## config.mk

```make
export PLATFORM = sky130hd
export DESIGN_NAME = cpsr_core
export DESIGN_NICKNAME = d
export VERILOG_FILES = /design/src/core/cpsr_pkg.sv /design/src/core/cpsr_core.sv
export SDC_FILE = /design/constraint.sdc
export NUM_CORES = 1
export LEC_CHECK = 0
export BUFFER_PORTS_ARGS = -buffer_cell sky130_fd_sc_hd__buf_4
export CORE_MARGIN = 8
export CORE_UTILIZATION = 55
export DETAILED_ROUTE_END_ITERATION = 7
export GPL_ROUTABILITY_DRIVEN = 1
export PLACE_DENSITY = 0.73
export RECOVER_POWER = 100
export SETUP_SLACK_MARGIN = 0.3
export SLEW_MARGIN = 25
export SYNTH_ARGS = -nofsm -noshare
export SYNTH_HDL_FRONTEND = slang
export SYNTH_SLANG_ARGS = --single-unit
```

## constraint.sdc

```tcl
create_clock -name ref_clk -period 6.4 [get_ports ref_clk]
set_input_delay 0.32 -clock ref_clk [delete_from_list [all_inputs] [get_ports ref_clk]]
set_output_delay 0.32 -clock ref_clk [all_outputs]
set_load 0.02 [all_outputs]
```

## src/core/cpsr_pkg.sv

```systemverilog
// package for the cnc program store and reference interpreter
// assumes a 32-bit avalon-mm slave and a byte-wide serial receive stream
package cpsr_pkg;
  localparam logic [7:0] CH_AT   = 8'h40;
  localparam logic [7:0] CH_I    = 8'h69;
  localparam logic [7:0] CH_K    = 8'h6B;
  localparam logic [7:0] CH_SEVEN = 8'h37;
  localparam logic [7:0] CH_CR   = 8'h0D;
  localparam logic [7:0] CH_ZERO = 8'h30;
  localparam logic [7:0] CH_NINE = 8'h39;
  localparam logic [7:0] CH_ENDF = 8'h39;
  localparam logic [7:0] RSP_ACK = 8'h30;
  localparam logic [7:0] RSP_ERR_GEN = 8'h31;
  localparam logic [7:0] RSP_ERR_AXIS = 8'h33;
  localparam logic [7:0] RSP_ERR_BUSY = 8'h35;
  localparam logic [7:0] RSP_ERR_STORED = 8'h34;
  localparam int PROG_DEPTH = 256;
  localparam int PROG_AW = 8;
  localparam int LINE_MAX = 16;
  localparam logic [3:0] AXIS_X = 4'h1;
  localparam logic [3:0] AXIS_A = 4'h8;
  localparam logic [3:0] AXIS_CNT_MAX = 4'h4;
  // register offsets (byte addresses)
  localparam logic [3:0] OFS_CTRL   = 4'h0;
  localparam logic [3:0] OFS_STATUS = 4'h4;
  localparam logic [3:0] OFS_RXDATA = 4'h8;
  localparam logic [3:0] OFS_RESP   = 4'hC;
  // ctrl fields
  localparam int CTRL_INIT = 0;
  localparam int CTRL_MOVING = 1;
  localparam int CTRL_ERASE = 2;
  localparam int CTRL_XFER_ERR = 3;
  localparam int CTRL_AXCFG_LSB = 4;
  localparam logic [31:0] UNMAPPED = 32'hDEAD_BEEF;
  typedef enum logic [2:0] {
    CPSR_IDLE  = 3'b000,
    CPSR_STORE = 3'b001,
    CPSR_RUN   = 3'b011,
    CPSR_HOME  = 3'b010,
    CPSR_FAIL  = 3'b110
  } cpsr_state_t;
  typedef struct packed {
    logic       valid;
    logic [7:0] code;
  } cpsr_resp_t;
endpackage : cpsr_pkg

```

## src/core/cpsr_core.sv

```systemverilog
// cnc program store, start and stored reference-approach interpreter
// assumes avalon-mm host, rx bytes written to rxdata, external pins async
//
// Notes on behaviour
// - in store mode each reference line within the axis configuration goes to program memory while it has room, not run
// - valid stored program starts on the external start input
// - save command rejected with error when memory holds any program
// - transfer error marks program invalid until erased and reloaded
// - save command is '@', device number, 'i', carriage return
// - after save accepted only storable commands until end or error
// - save command acknowledged to host
// - save accepted only when initialised and no motion running
// - reference command is '7', one axis mask digit, carriage return
// - mask weights 1 X, 2 Y, 4 Z, 8 A
// - selected axes homed in order Z, Y, X, A
// - after homing the next stored command is fetched
// - axis outside configuration rejected with error code 3
// - reference command drops 3D mode back to 2.5D
// - missing home switch keeps driving; stop input aborts homing
`timescale 1ns/100ps
`default_nettype none
module cpsr_core
  import cpsr_pkg::*;
(
  input  wire logic        ref_clk,
  input  wire logic        rst_n,
  input  wire logic [3:0]  avs_address,
  input  wire logic        avs_read,
  input  wire logic        avs_write,
  input  wire logic [31:0] avs_writedata,
  output logic [31:0]      avs_readdata,
  output logic             avs_waitrequest,
  input  wire logic        start_in,
  input  wire logic        stop_in,
  input  wire logic [3:0]  home_sw,
  output logic [3:0]       home_drive,
  output logic             mode_3d,
  output logic             prog_running
);
  logic [7:0]  mem [PROG_DEPTH];
  logic [PROG_AW-1:0] wr_ptr;
  logic [PROG_AW-1:0] rd_ptr;
  logic        prog_valid;
  logic        prog_any;
  cpsr_state_t state;
  logic [31:0] ctrl;
  cpsr_resp_t  resp;
  logic [7:0]  line [LINE_MAX];
  logic [4:0]  line_len;
  logic [3:0]  home_mask;
  logic [1:0]  start_s;
  logic [1:0]  stop_s;
  logic [3:0]  home_s1;
  logic [3:0]  home_s2;
  logic        start_q;
  logic        acc;
  logic        rx_wr;
  logic        line_done;
  logic [3:0]  mask_val;
  logic [3:0]  axcfg;
  logic [3:0]  cur_axis;
  logic [3:0]  next_mask;
  logic        is_save;
  logic        is_ref;
  logic        is_end;
  logic        is_erase;

  // single-cycle wait on every access gives one registered answer
  always_ff @(posedge ref_clk) begin
    if (!rst_n) acc <= 1'b0;
    else acc <= (avs_read | avs_write) & ~acc;
  end
  assign rx_wr = avs_write & acc & (avs_address == OFS_RXDATA);

  always_ff @(posedge ref_clk) begin
    if (!rst_n) avs_waitrequest <= 1'b1;
    else avs_waitrequest <= ~((avs_read | avs_write) & ~acc);
  end

  // pin synchronisers
  always_ff @(posedge ref_clk) begin
    if (!rst_n) begin
      start_s <= 2'b00;
      stop_s  <= 2'b00;
      start_q <= 1'b0;
    end else begin
      start_s <= {start_s[0], start_in};
      stop_s  <= {stop_s[0], stop_in};
      start_q <= start_s[1];
    end
  end

  // home switch synchronisers, one pair per axis
  for (genvar gi = 0; gi < 4; gi++) begin : g_home_sync
    always_ff @(posedge ref_clk) begin
      if (!rst_n) begin
        home_s1[gi] <= 1'b0;
        home_s2[gi] <= 1'b0;
      end else begin
        home_s1[gi] <= home_sw[gi];
        home_s2[gi] <= home_s1[gi];
      end
    end
  end

  // line assembly and parse
  assign line_done = rx_wr && (avs_writedata[7:0] == CH_CR);
  assign is_save = (line_len == 5'd3) && (line[0] == CH_AT)
    && (line[1] >= CH_ZERO) && (line[1] <= CH_NINE)
    && (line[2] == CH_I);
  assign is_erase = (line_len == 5'd3) && (line[0] == CH_AT)
    && (line[2] == CH_K);
  assign is_ref = (line_len == 5'd2) && (line[0] == CH_SEVEN)
    && (line[1] >= CH_ZERO) && (line[1] <= CH_NINE);
  assign is_end = (line_len == 5'd1) && (line[0] == CH_ENDF);
  assign mask_val = line[1][3:0] - CH_ZERO[3:0];
  assign axcfg = ctrl[CTRL_AXCFG_LSB +: 4];

  always_ff @(posedge ref_clk) begin
    if (!rst_n) line_len <= 5'd0;
    else if (line_done) line_len <= 5'd0;
    else if (rx_wr && line_len < LINE_MAX[4:0]) begin
      line[line_len[3:0]] <= avs_writedata[7:0];
      line_len <= line_len + 5'd1;
    end
  end

  // homing order z, y, x, a
  always_comb begin
    cur_axis = 4'h0;
    if (home_mask[2]) cur_axis = 4'h4;
    else if (home_mask[1]) cur_axis = 4'h2;
    else if (home_mask[0]) cur_axis = AXIS_X;
    else if (home_mask[3]) cur_axis = AXIS_A;
    next_mask = home_mask & ~cur_axis;
  end

  // control state, program store, run
  always_ff @(posedge ref_clk) begin
    if (!rst_n) begin
      state <= CPSR_IDLE;
      wr_ptr <= '0;
      rd_ptr <= '0;
      prog_valid <= 1'b0;
      prog_any <= 1'b0;
      resp <= '0;
      home_mask <= 4'h0;
      mode_3d <= 1'b0;
      ctrl <= 32'h0000_0000;
    end else begin
      if (avs_write && acc && avs_address == OFS_CTRL)
        ctrl <= avs_writedata;
      else if (ctrl[CTRL_ERASE]) ctrl[CTRL_ERASE] <= 1'b0;
      if (ctrl[CTRL_ERASE]) begin
        prog_valid <= 1'b0;
        prog_any <= 1'b0;
        wr_ptr <= '0;
      end
      case (state)
        CPSR_IDLE: begin
          if (line_done && is_erase) begin
            prog_valid <= 1'b0;
            prog_any <= 1'b0;
            wr_ptr <= '0;
            resp <= '{1'b1, RSP_ACK};
          end else if (line_done && is_save) begin
            if (!ctrl[CTRL_INIT] || ctrl[CTRL_MOVING])
              resp <= '{1'b1, RSP_ERR_BUSY};
            else if (prog_any)
              resp <= '{1'b1, RSP_ERR_STORED};
            else begin
              state <= CPSR_STORE;
              resp <= '{1'b1, RSP_ACK};
            end
          end else if (start_s[1] && !start_q && prog_valid) begin
            state <= CPSR_RUN;
            rd_ptr <= '0;
          end
        end
        CPSR_STORE: begin
          if (ctrl[CTRL_XFER_ERR] || (wr_ptr == '1 && line_done)) begin
            state <= CPSR_IDLE;
            prog_valid <= 1'b0;
            resp <= '{1'b1, RSP_ERR_GEN};
          end else if (line_done && is_end) begin
            state <= CPSR_IDLE;
            prog_valid <= 1'b1;
            resp <= '{1'b1, RSP_ACK};
          end else if (line_done && is_ref) begin
            if ((mask_val & ~axcfg) != 4'h0) begin
              state <= CPSR_IDLE;
              prog_valid <= 1'b0;
              resp <= '{1'b1, RSP_ERR_AXIS};
            end else begin
              mem[wr_ptr] <= {4'h0, mask_val};
              wr_ptr <= wr_ptr + 1'b1;
              prog_any <= 1'b1;
              resp <= '{1'b1, RSP_ACK};
            end
          end else if (line_done) begin
            state <= CPSR_IDLE;
            prog_valid <= 1'b0;
            prog_any <= 1'b1;
            resp <= '{1'b1, RSP_ERR_GEN};
          end
        end
        CPSR_RUN: begin
          if (rd_ptr == wr_ptr) state <= CPSR_IDLE;
          else begin
            home_mask <= mem[rd_ptr][3:0];
            rd_ptr <= rd_ptr + 1'b1;
            mode_3d <= 1'b0;
            state <= CPSR_HOME;
          end
        end
        CPSR_HOME: begin
          if (stop_s[1]) begin
            home_mask <= 4'h0;
            state <= CPSR_IDLE;
          end else if (home_mask == 4'h0) state <= CPSR_RUN;
          else if ((home_s2 & cur_axis) != 4'h0) home_mask <= next_mask;
        end
        default: state <= CPSR_IDLE;
      endcase
      if (avs_read && acc && avs_address == OFS_RESP) resp.valid <= 1'b0;
    end
  end

  // axis drive stays on until its home switch trips or stop asserts
  always_ff @(posedge ref_clk) begin
    if (!rst_n) home_drive <= 4'h0;
    else if (state == CPSR_HOME && !stop_s[1]) home_drive <= cur_axis;
    else home_drive <= 4'h0;
  end

  always_ff @(posedge ref_clk) begin
    if (!rst_n) prog_running <= 1'b0;
    else prog_running <= (state == CPSR_RUN) || (state == CPSR_HOME);
  end

  always_ff @(posedge ref_clk) begin
    if (!rst_n) avs_readdata <= 32'h0000_0000;
    else if (avs_read && !acc) begin
      if (avs_address == OFS_CTRL) avs_readdata <= ctrl;
      else if (avs_address == OFS_STATUS)
        avs_readdata <= {24'h0, home_mask, 1'b0, state == CPSR_STORE,
                         prog_any, prog_valid};
      else if (avs_address == OFS_RXDATA) avs_readdata <= 32'h0000_0000;
      else if (avs_address == OFS_RESP)
        avs_readdata <= {23'h0, resp.valid, resp.code};
      else avs_readdata <= UNMAPPED;
    end
  end
endmodule : cpsr_core
`default_nettype wire

```

After elaboration in Yosys (flattened, before gate mapping)
Memory sizes are Yosys's and may differ from the RTL's. A register that Yosys moved wholly into a read port is not among the register bits.
Index checks and enable logic that the tools add are counted.

cells by class
  add/sub/neg operators = 3
  order comparisons = 3
  equality and inequality tests = 30
  mux-type cells = 78
  bitwise gates (word level) = 12
  reduce and logical (&&, ||, !) cells = 47

operator list
  operator                                                         number
  2-to-1 mux 32 bit                                                4
  2-to-1 mux 8 bit                                                 12
  2-to-1 mux 9 bit                                                 6
  2-to-1 mux 3 bit                                                 14
  2-to-1 mux 4 bit                                                 8
  one-hot mux 8 bit (2 select lines)                               2
  2-to-1 mux 1 bit                                                 25
  == test 8 x 7 -> 1 bit (second input constant)                   3
  logical AND 1 bit                                                24
  inequality test 3 bit (second input constant)                    7
  one-hot mux 9 bit (2 select lines)                               1
  adder 8 x 1 -> 8 bit (second input constant)                     2
  == test 8 x 6 -> 1 bit (second input constant)                   2
  AND 4 bit                                                        3
  one-hot mux 3 bit (4 select lines)                               1
  == test 5 x 2 -> 1 bit (second input constant)                   2
  inequality test 5 bit (second input constant)                    2
  == test 4 bit (second input constant)                            2
  == test 8 x 4 -> 1 bit (second input constant)                   1
  == test 8 bit                                                    1
  == test 8 bit (second input constant)                            1
  >= comparator 8 x 6 -> 1 bit (second input constant)             1
  less-or-equal comparator 8 x 6 -> 1 bit (second input constant)  1
  logical NOT 4 bit                                                2
  other kinds (25)                                                 46

word-level totals
  flip-flop bits (word level) = 123
  RAM bits = 1152
  bits of input ports = 46
  logic and storage cells = 202
  memories kept = 2

memory list
  memory  depth  width  read ports  clocked after Yosys merged registers in  wr ports  RTL line         RTL
  mem     256    4      1           1                                        1         cpsr_core.sv:40  logic [7:0] mem [PROG_DEPTH];
  line    16     8      3           0                                        1         cpsr_core.sv:48  logic [7:0] line [LINE_MAX];

Longest topological paths before layout
An unclocked memory read counts as a cell.

  depth after elaboration = 12
  mapped depth = 13
  mapped depth without buffers = 9

Worst setup path after synthesis
OpenSTA, ideal clock, no wires.

  kind = flip-flop to flip-flop
  start = memory line[1][1]
  end = memory mem[240][0] (netlist name), enable pin
  setup time = 269 ps
  data arrival time = 5136 ps
  path slack = 995 ps
  stages on the path, launching flop included = 10
  clock period less this slack = 5405 ps
  path through = edfxtp_1 > o21ai_0 > nand2_1 > nor4_4 > nand2_1 > buf_4 > nor2_2 > nand2_1 > clkbuf_1 > nor2_1

RTL lines
  element             RTL line
  start: declaration  cpsr_core.sv:48
  end: declaration    cpsr_core.sv:40

==> impl_metrics.prom <==
# TYPE chip_impl_metric gauge
chip_impl_info{name="outcome",value="finished, violations left"} 1
chip_impl_info{name="violated_checks",value="max-capacitance violations, max-slew violations"} 1
chip_impl_metric{name="power_density",unit="nW/um2"} 288
chip_impl_metric{name="wirelength_routed",unit="um"} 119000
chip_impl_metric{name="global_route.usage.total",unit=""} 0.249
chip_impl_metric{name="ant_nets",unit=""} 0
chip_impl_metric{name="drc_errors",unit=""} 0
chip_impl_metric{name="crit_fanout",unit=""} 48
chip_impl_metric{name="gpl.final_weighted_congestion",unit=""} 0.901
chip_impl_metric{name="ff2ff_setup_slack",unit="ns"} 1.32
chip_impl_metric{name="hold_ws",unit="ns"} 0.0584
chip_impl_metric{name="hold-path-cell-count",unit=""} 4
chip_impl_metric{name="place.port_buffers",unit=""} 83
chip_impl_metric{name="floorplan.die_area",unit="um2"} 95200
chip_impl_info{name="type_of_element_launching_the_critical_path",value="flip-flop"} 1
chip_impl_metric{name="drive_above_1_share",unit=""} 0.171
chip_impl_metric{name="flip_flop_and_latch_area",unit="um2"} 34000
chip_impl_info{name="most_instantiated_flip_flop_cell_in_the_synthesis_netlist",value="sky130_fd_sc_hd__edfxtp_1"} 1
chip_impl_metric{name="tritoncts.num_buffers",unit=""} 114
chip_impl_info{name="whs_endpoint",value="line_len[4]"} 1
chip_impl_metric{name="finish.instance_area",unit="um2"} 52500
chip_impl_metric{name="max_stage_delay",unit="ns"} 0.87
chip_impl_metric{name="multiInputGateArea",unit="um2"} 12000
chip_impl_metric{name="ant_diodes",unit=""} 0
chip_impl_info{name="category_of_the_most_critical_setup_path",value="reg2reg"} 1
chip_impl_info{name="clock_tree_from_tritoncts",value="built"} 1
chip_impl_metric{name="core",unit="um2"} 85000
chip_impl_metric{name="clock_latency",unit="ns"} 0.69
chip_impl_metric{name="leakagePower",unit="nW"} 15.9
chip_impl_metric{name="dp.cells",unit=""} 3872
chip_impl_metric{name="cts.sink_count",unit=""} 1174
chip_impl_metric{name="number_of_enable_flip_flop_cells_after_synthesis",unit=""} 1048
chip_impl_metric{name="ys_ff_latch",unit=""} 1174
chip_impl_metric{name="post_cts.resized_instances",unit=""} 0
chip_impl_info{name="layout.cells.most_common",value="sky130_fd_sc_hd__edfxtp_1"} 1
chip_impl_metric{name="syn_area_per_cell",unit="um2"} 17.0
chip_impl_metric{name="timing.critical_path.required",unit="ns"} 6.74
chip_impl_metric{name="finalSetupViolations",unit=""} 0
chip_impl_metric{name="dp_hpwl",unit="um"} 71200
chip_impl_metric{name="first_iter_violations",unit=""} 3478
chip_impl_metric{name="fill_cell_instance_count_of_the_final_layout",unit=""} 5894
chip_impl_metric{name="dieHeight",unit="um"} 308
chip_impl_metric{name="antenna_found_initial",unit=""} 0
chip_impl_info{name="most_frequent_cells_in_the_layout",value="sky130_fd_sc_hd__edfxtp_1 (1048), sky130_fd_sc_hd__nor2_1 (350), sky130_fd_sc_hd__mux4_2 (219), sky130_fd_sc_hd__nand2_1 (150), sky130_fd_sc_hd__dfxtp_1 (121)"} 1
chip_impl_metric{name="max_freq",unit="MHz"} 197
chip_impl_metric{name="pin_count_of_the_biggest_net_entering_global_routing",unit=""} 211
chip_impl_metric{name="pin_count",unit=""} 85
chip_impl_metric{name="final_cells",unit=""} 4127
chip_impl_metric{name="final.min_clock_period",unit="ns"} 5.08
chip_impl_metric{name="finish.utilization",unit=""} 0.618
chip_impl_metric{name="clk_slew_on_worst_s_h_paths",unit="ns"} 0.06
chip_impl_info{name="r2r-start",value="line[1][0]"} 1
chip_impl_metric{name="cts_htree_levels",unit=""} 3
chip_impl_metric{name="drt_pass1_iterations",unit=""} 7
chip_impl_metric{name="clk_path_buf_depth",unit=""} 3
chip_impl_metric{name="slew_headroom",unit=""} -1.90
chip_impl_metric{name="timing_max_transition_violations_final",unit=""} 975
chip_impl_metric{name="start_util",unit=""} 0.553
chip_impl_metric{name="peakVddDrop",unit="V"} 0.000198
chip_impl_info{name="timing.critical_path.slowest_stage_cell",value="sky130_fd_sc_hd__clkbuf_1"} 1
chip_impl_info{name="worstSetupEndpointType",value="flip-flop"} 1
chip_impl_metric{name="timing.setup.tns",unit="ns"} 0
chip_impl_metric{name="synthesis.instances",unit=""} 2766
chip_impl_metric{name="final_critical_path_setup_slack",unit="ns"} 1.32
chip_impl_metric{name="post-place-ws",unit="ns"} 2.20
chip_impl_metric{name="synthToLayoutAreaGrowth",unit="%"} 11.6
chip_impl_metric{name="final_nets",unit=""} 2940
chip_impl_metric{name="yosysWarnings",unit=""} 0
chip_impl_metric{name="fin_skew",unit="ns"} 0.0260
chip_impl_metric{name="comb_power_share",unit=""} 0.015
chip_impl_metric{name="max_slew.worst_pin.slew",unit="ns"} 4.36
chip_impl_info{name="cts-root-buf",value="sky130_fd_sc_hd__clkbuf_16"} 1
chip_impl_metric{name="switchingPower",unit="mW"} 3.02
chip_impl_metric{name="timing_hold_violations_final",unit=""} 0
chip_impl_info{name="critical_path.cell_chain",value="clkbuf_1 -> nand2b_1 -> o2111ai_1 -> nor4_4 -> nand2_1 -> nor2_1 -> nand2_1 -> nor2_1"} 1
chip_impl_info{name="holdCritPathClass",value="in2reg"} 1
chip_impl_metric{name="grt.overflow.total",unit=""} 0
chip_impl_metric{name="seq_power_share",unit=""} 0.548
chip_impl_metric{name="synth_seq_area_share",unit=""} 0.723
chip_impl_metric{name="post_synth_num_cell_types",unit=""} 86
chip_impl_metric{name="detail_route.wl_per_cell",unit="um"} 28.8
chip_impl_metric{name="design_power_total",unit="mW"} 15.1
chip_impl_metric{name="first_pass_grt_wire_length",unit="um"} 178000
chip_impl_metric{name="chipWidth",unit="um"} 308
chip_impl_metric{name="max_cap_viol_count",unit=""} 9
chip_impl_metric{name="internal-power",unit="mW"} 12.1
chip_impl_metric{name="via_per_inst",unit=""} 6.47
chip_impl_info{name="rr_endpoint",value="mem[104][2]"} 1
chip_impl_metric{name="timing.final.crit_share",unit=""} 0.793
chip_impl_metric{name="worst-r2r-cell-count",unit=""} 8
chip_impl_metric{name="cp.arrival",unit="ns"} 5.41
chip_impl_metric{name="core.rowCount",unit=""} 107
chip_impl_info{name="grt_setup_unrepaired",value="false"} 1
chip_impl_info{name="worst_hold_startpoint",value="avs_address[0]"} 1
chip_impl_metric{name="sw_frac_of_total",unit=""} 0.199
chip_impl_metric{name="async_reset_ff_frac",unit=""} 0
chip_impl_metric{name="share_clk_of_total_power",unit=""} 0.438
chip_impl_metric{name="summed_instance_area_of_the_synthesized_netlist",unit="um2"} 47000
chip_impl_metric{name="post_place_instance_area",unit="um2"} 48700
chip_impl_metric{name="grt_pass1_vias",unit=""} 27300
chip_impl_metric{name="total_via_count_after_detailed_routing",unit=""} 26700
==> critical path, delay by kind of cell, from the launching register on <==
kind / cells / cell delay (ns)
simple gates: 6 / 3.26
flops: 1 / 0.37
buf+inv: 1 / 0.87
compound gates: 1 / 0.23
==> flip-flops by register name (all words and copies together) (netlist names), 2 cells and up, named ones only <==
signal / count
start_s: 2
home_s1: 4
state: 2
stop_s: 2
wr_ptr: 8
line: 24
home_drive: 4
mem: 1024
home_mask: 4
rd_ptr: 8
avs_readdata: 32
resp: 5
home_s2: 4
ctrl: 32
line_len: 5
==> cell type report <==
cell class	instances	area share
inverter	17	0.00122
sequential	1174	0.648
multi-input combinational	1404	0.229
tap	1144	0.0273
clock inverter	62	0.0112
timing repair buffer	174	0.0245
clock buffer	152	0.0590
==> routing by layer <==
layer / vias up / track usage / routed length, um
met2: 1693 / 0.401 / 56900
met3: 246 / 0.0559 / 13000
met1: 13600 / 0.338 / 45000
met4: 0 / 0.0853 / 3820
met5: - / 0 / 0
li1: 11100 / - / -
==> power groups by stage <==
stage                     clock network, mW  registers [mW]  logic [mW]
after detailed placement                  0            8.45       0.209
final                                  6.62            8.29       0.221
after global routing                   6.96            8.29       0.239
after CTS                              6.67            8.29       0.231
after global placement                    0            8.45       0.203
after floorplan                           0            8.45       0.122
==> cells by family (layout without fill, tap and decap cells) <==
| family | count (synthesis) | count (layout) | synth area share |
|---|---|---|---|
| DFF | 1174 | 1174 | 0.723 |
| and+or+nand+nor | 718 | 718 | 0.0715 |
| muxes | 345 | 345 | 0.132 |
| AOI/OAI and AO/OA | 309 | 309 | 0.0459 |
| buffers and inverters | 192 | 405 | 0.0223 |
| xor gates and xnor gates | 18 | 18 | 0.00335 |
| adders and majority gates | 9 | 9 | 0.00239 |
| other | 1 | 5 | 0.0000797 |
==> worst max path at each step <==
stage                     cells past startpoint       start           to
after floorplan                               9  line[1][1]  mem[240][0]
after global placement                        7  line[1][2]   mem[48][0]
after detailed placement                      7  line[1][2]  mem[167][1]
after CTS                                     7  line[1][2]  mem[167][3]
after global routing                          6       rst_n   line[0][3]
final                                         8  line[1][0]  mem[104][2]
==> timing repair <==
item                                    in CTS  in global routing
endpoints found under the setup margin       0                  0
buffers inserted                             0                  0
hold buffers                                41                  0
hold endpoints to repair                    72                  0
==> Yosys cell counts (7+ instances only) <==
library cell               instances  area (um2)
sky130_fd_sc_hd__xor2_1            8        70.1
sky130_fd_sc_hd__nor2b_1          27         169
sky130_fd_sc_hd__nand3_1          29         145
sky130_fd_sc_hd__nor4_1           11        68.8
sky130_fd_sc_hd__a22oi_1          27         203
sky130_fd_sc_hd__buf_2            46         230
sky130_fd_sc_hd__o221ai_1         29         254
sky130_fd_sc_hd__clkbuf_1         87         327
sky130_fd_sc_hd__a21oi_1          54         270
sky130_fd_sc_hd__o21a_1            7        52.6
sky130_fd_sc_hd__a31oi_1           9        56.3
sky130_fd_sc_hd__a21boi_0         38         285
sky130_fd_sc_hd__buf_4            10        75.1
sky130_fd_sc_hd__xnor2_1          10        87.6
sky130_fd_sc_hd__and3_1           10        62.6
sky130_fd_sc_hd__nor2_1          350        1310
sky130_fd_sc_hd__nand4_1          17         106
sky130_fd_sc_hd__mux2_2           12         135
sky130_fd_sc_hd__ha_1              9         113
sky130_fd_sc_hd__a211oi_1         10        75.1
sky130_fd_sc_hd__nand2b_1          9        56.3
sky130_fd_sc_hd__mux4_2          219        4930
sky130_fd_sc_hd__buf_6            16         180
sky130_fd_sc_hd__inv_1            16        60.1
sky130_fd_sc_hd__o22ai_1          28         175
sky130_fd_sc_hd__nor3_1           27         135
sky130_fd_sc_hd__mux2i_1         114        1140
sky130_fd_sc_hd__a22o_1            7        61.3
sky130_fd_sc_hd__o211ai_1         10        75.1
sky130_fd_sc_hd__nand2_1         152         571
sky130_fd_sc_hd__o21ai_0          40         200
sky130_fd_sc_hd__and2_1           27         169
sky130_fd_sc_hd__dfxtp_1         126        2520
sky130_fd_sc_hd__buf_8             7         105
sky130_fd_sc_hd__edfxtp_1       1048       31500
No activity file was read; power rests on OpenSTA's default activity.
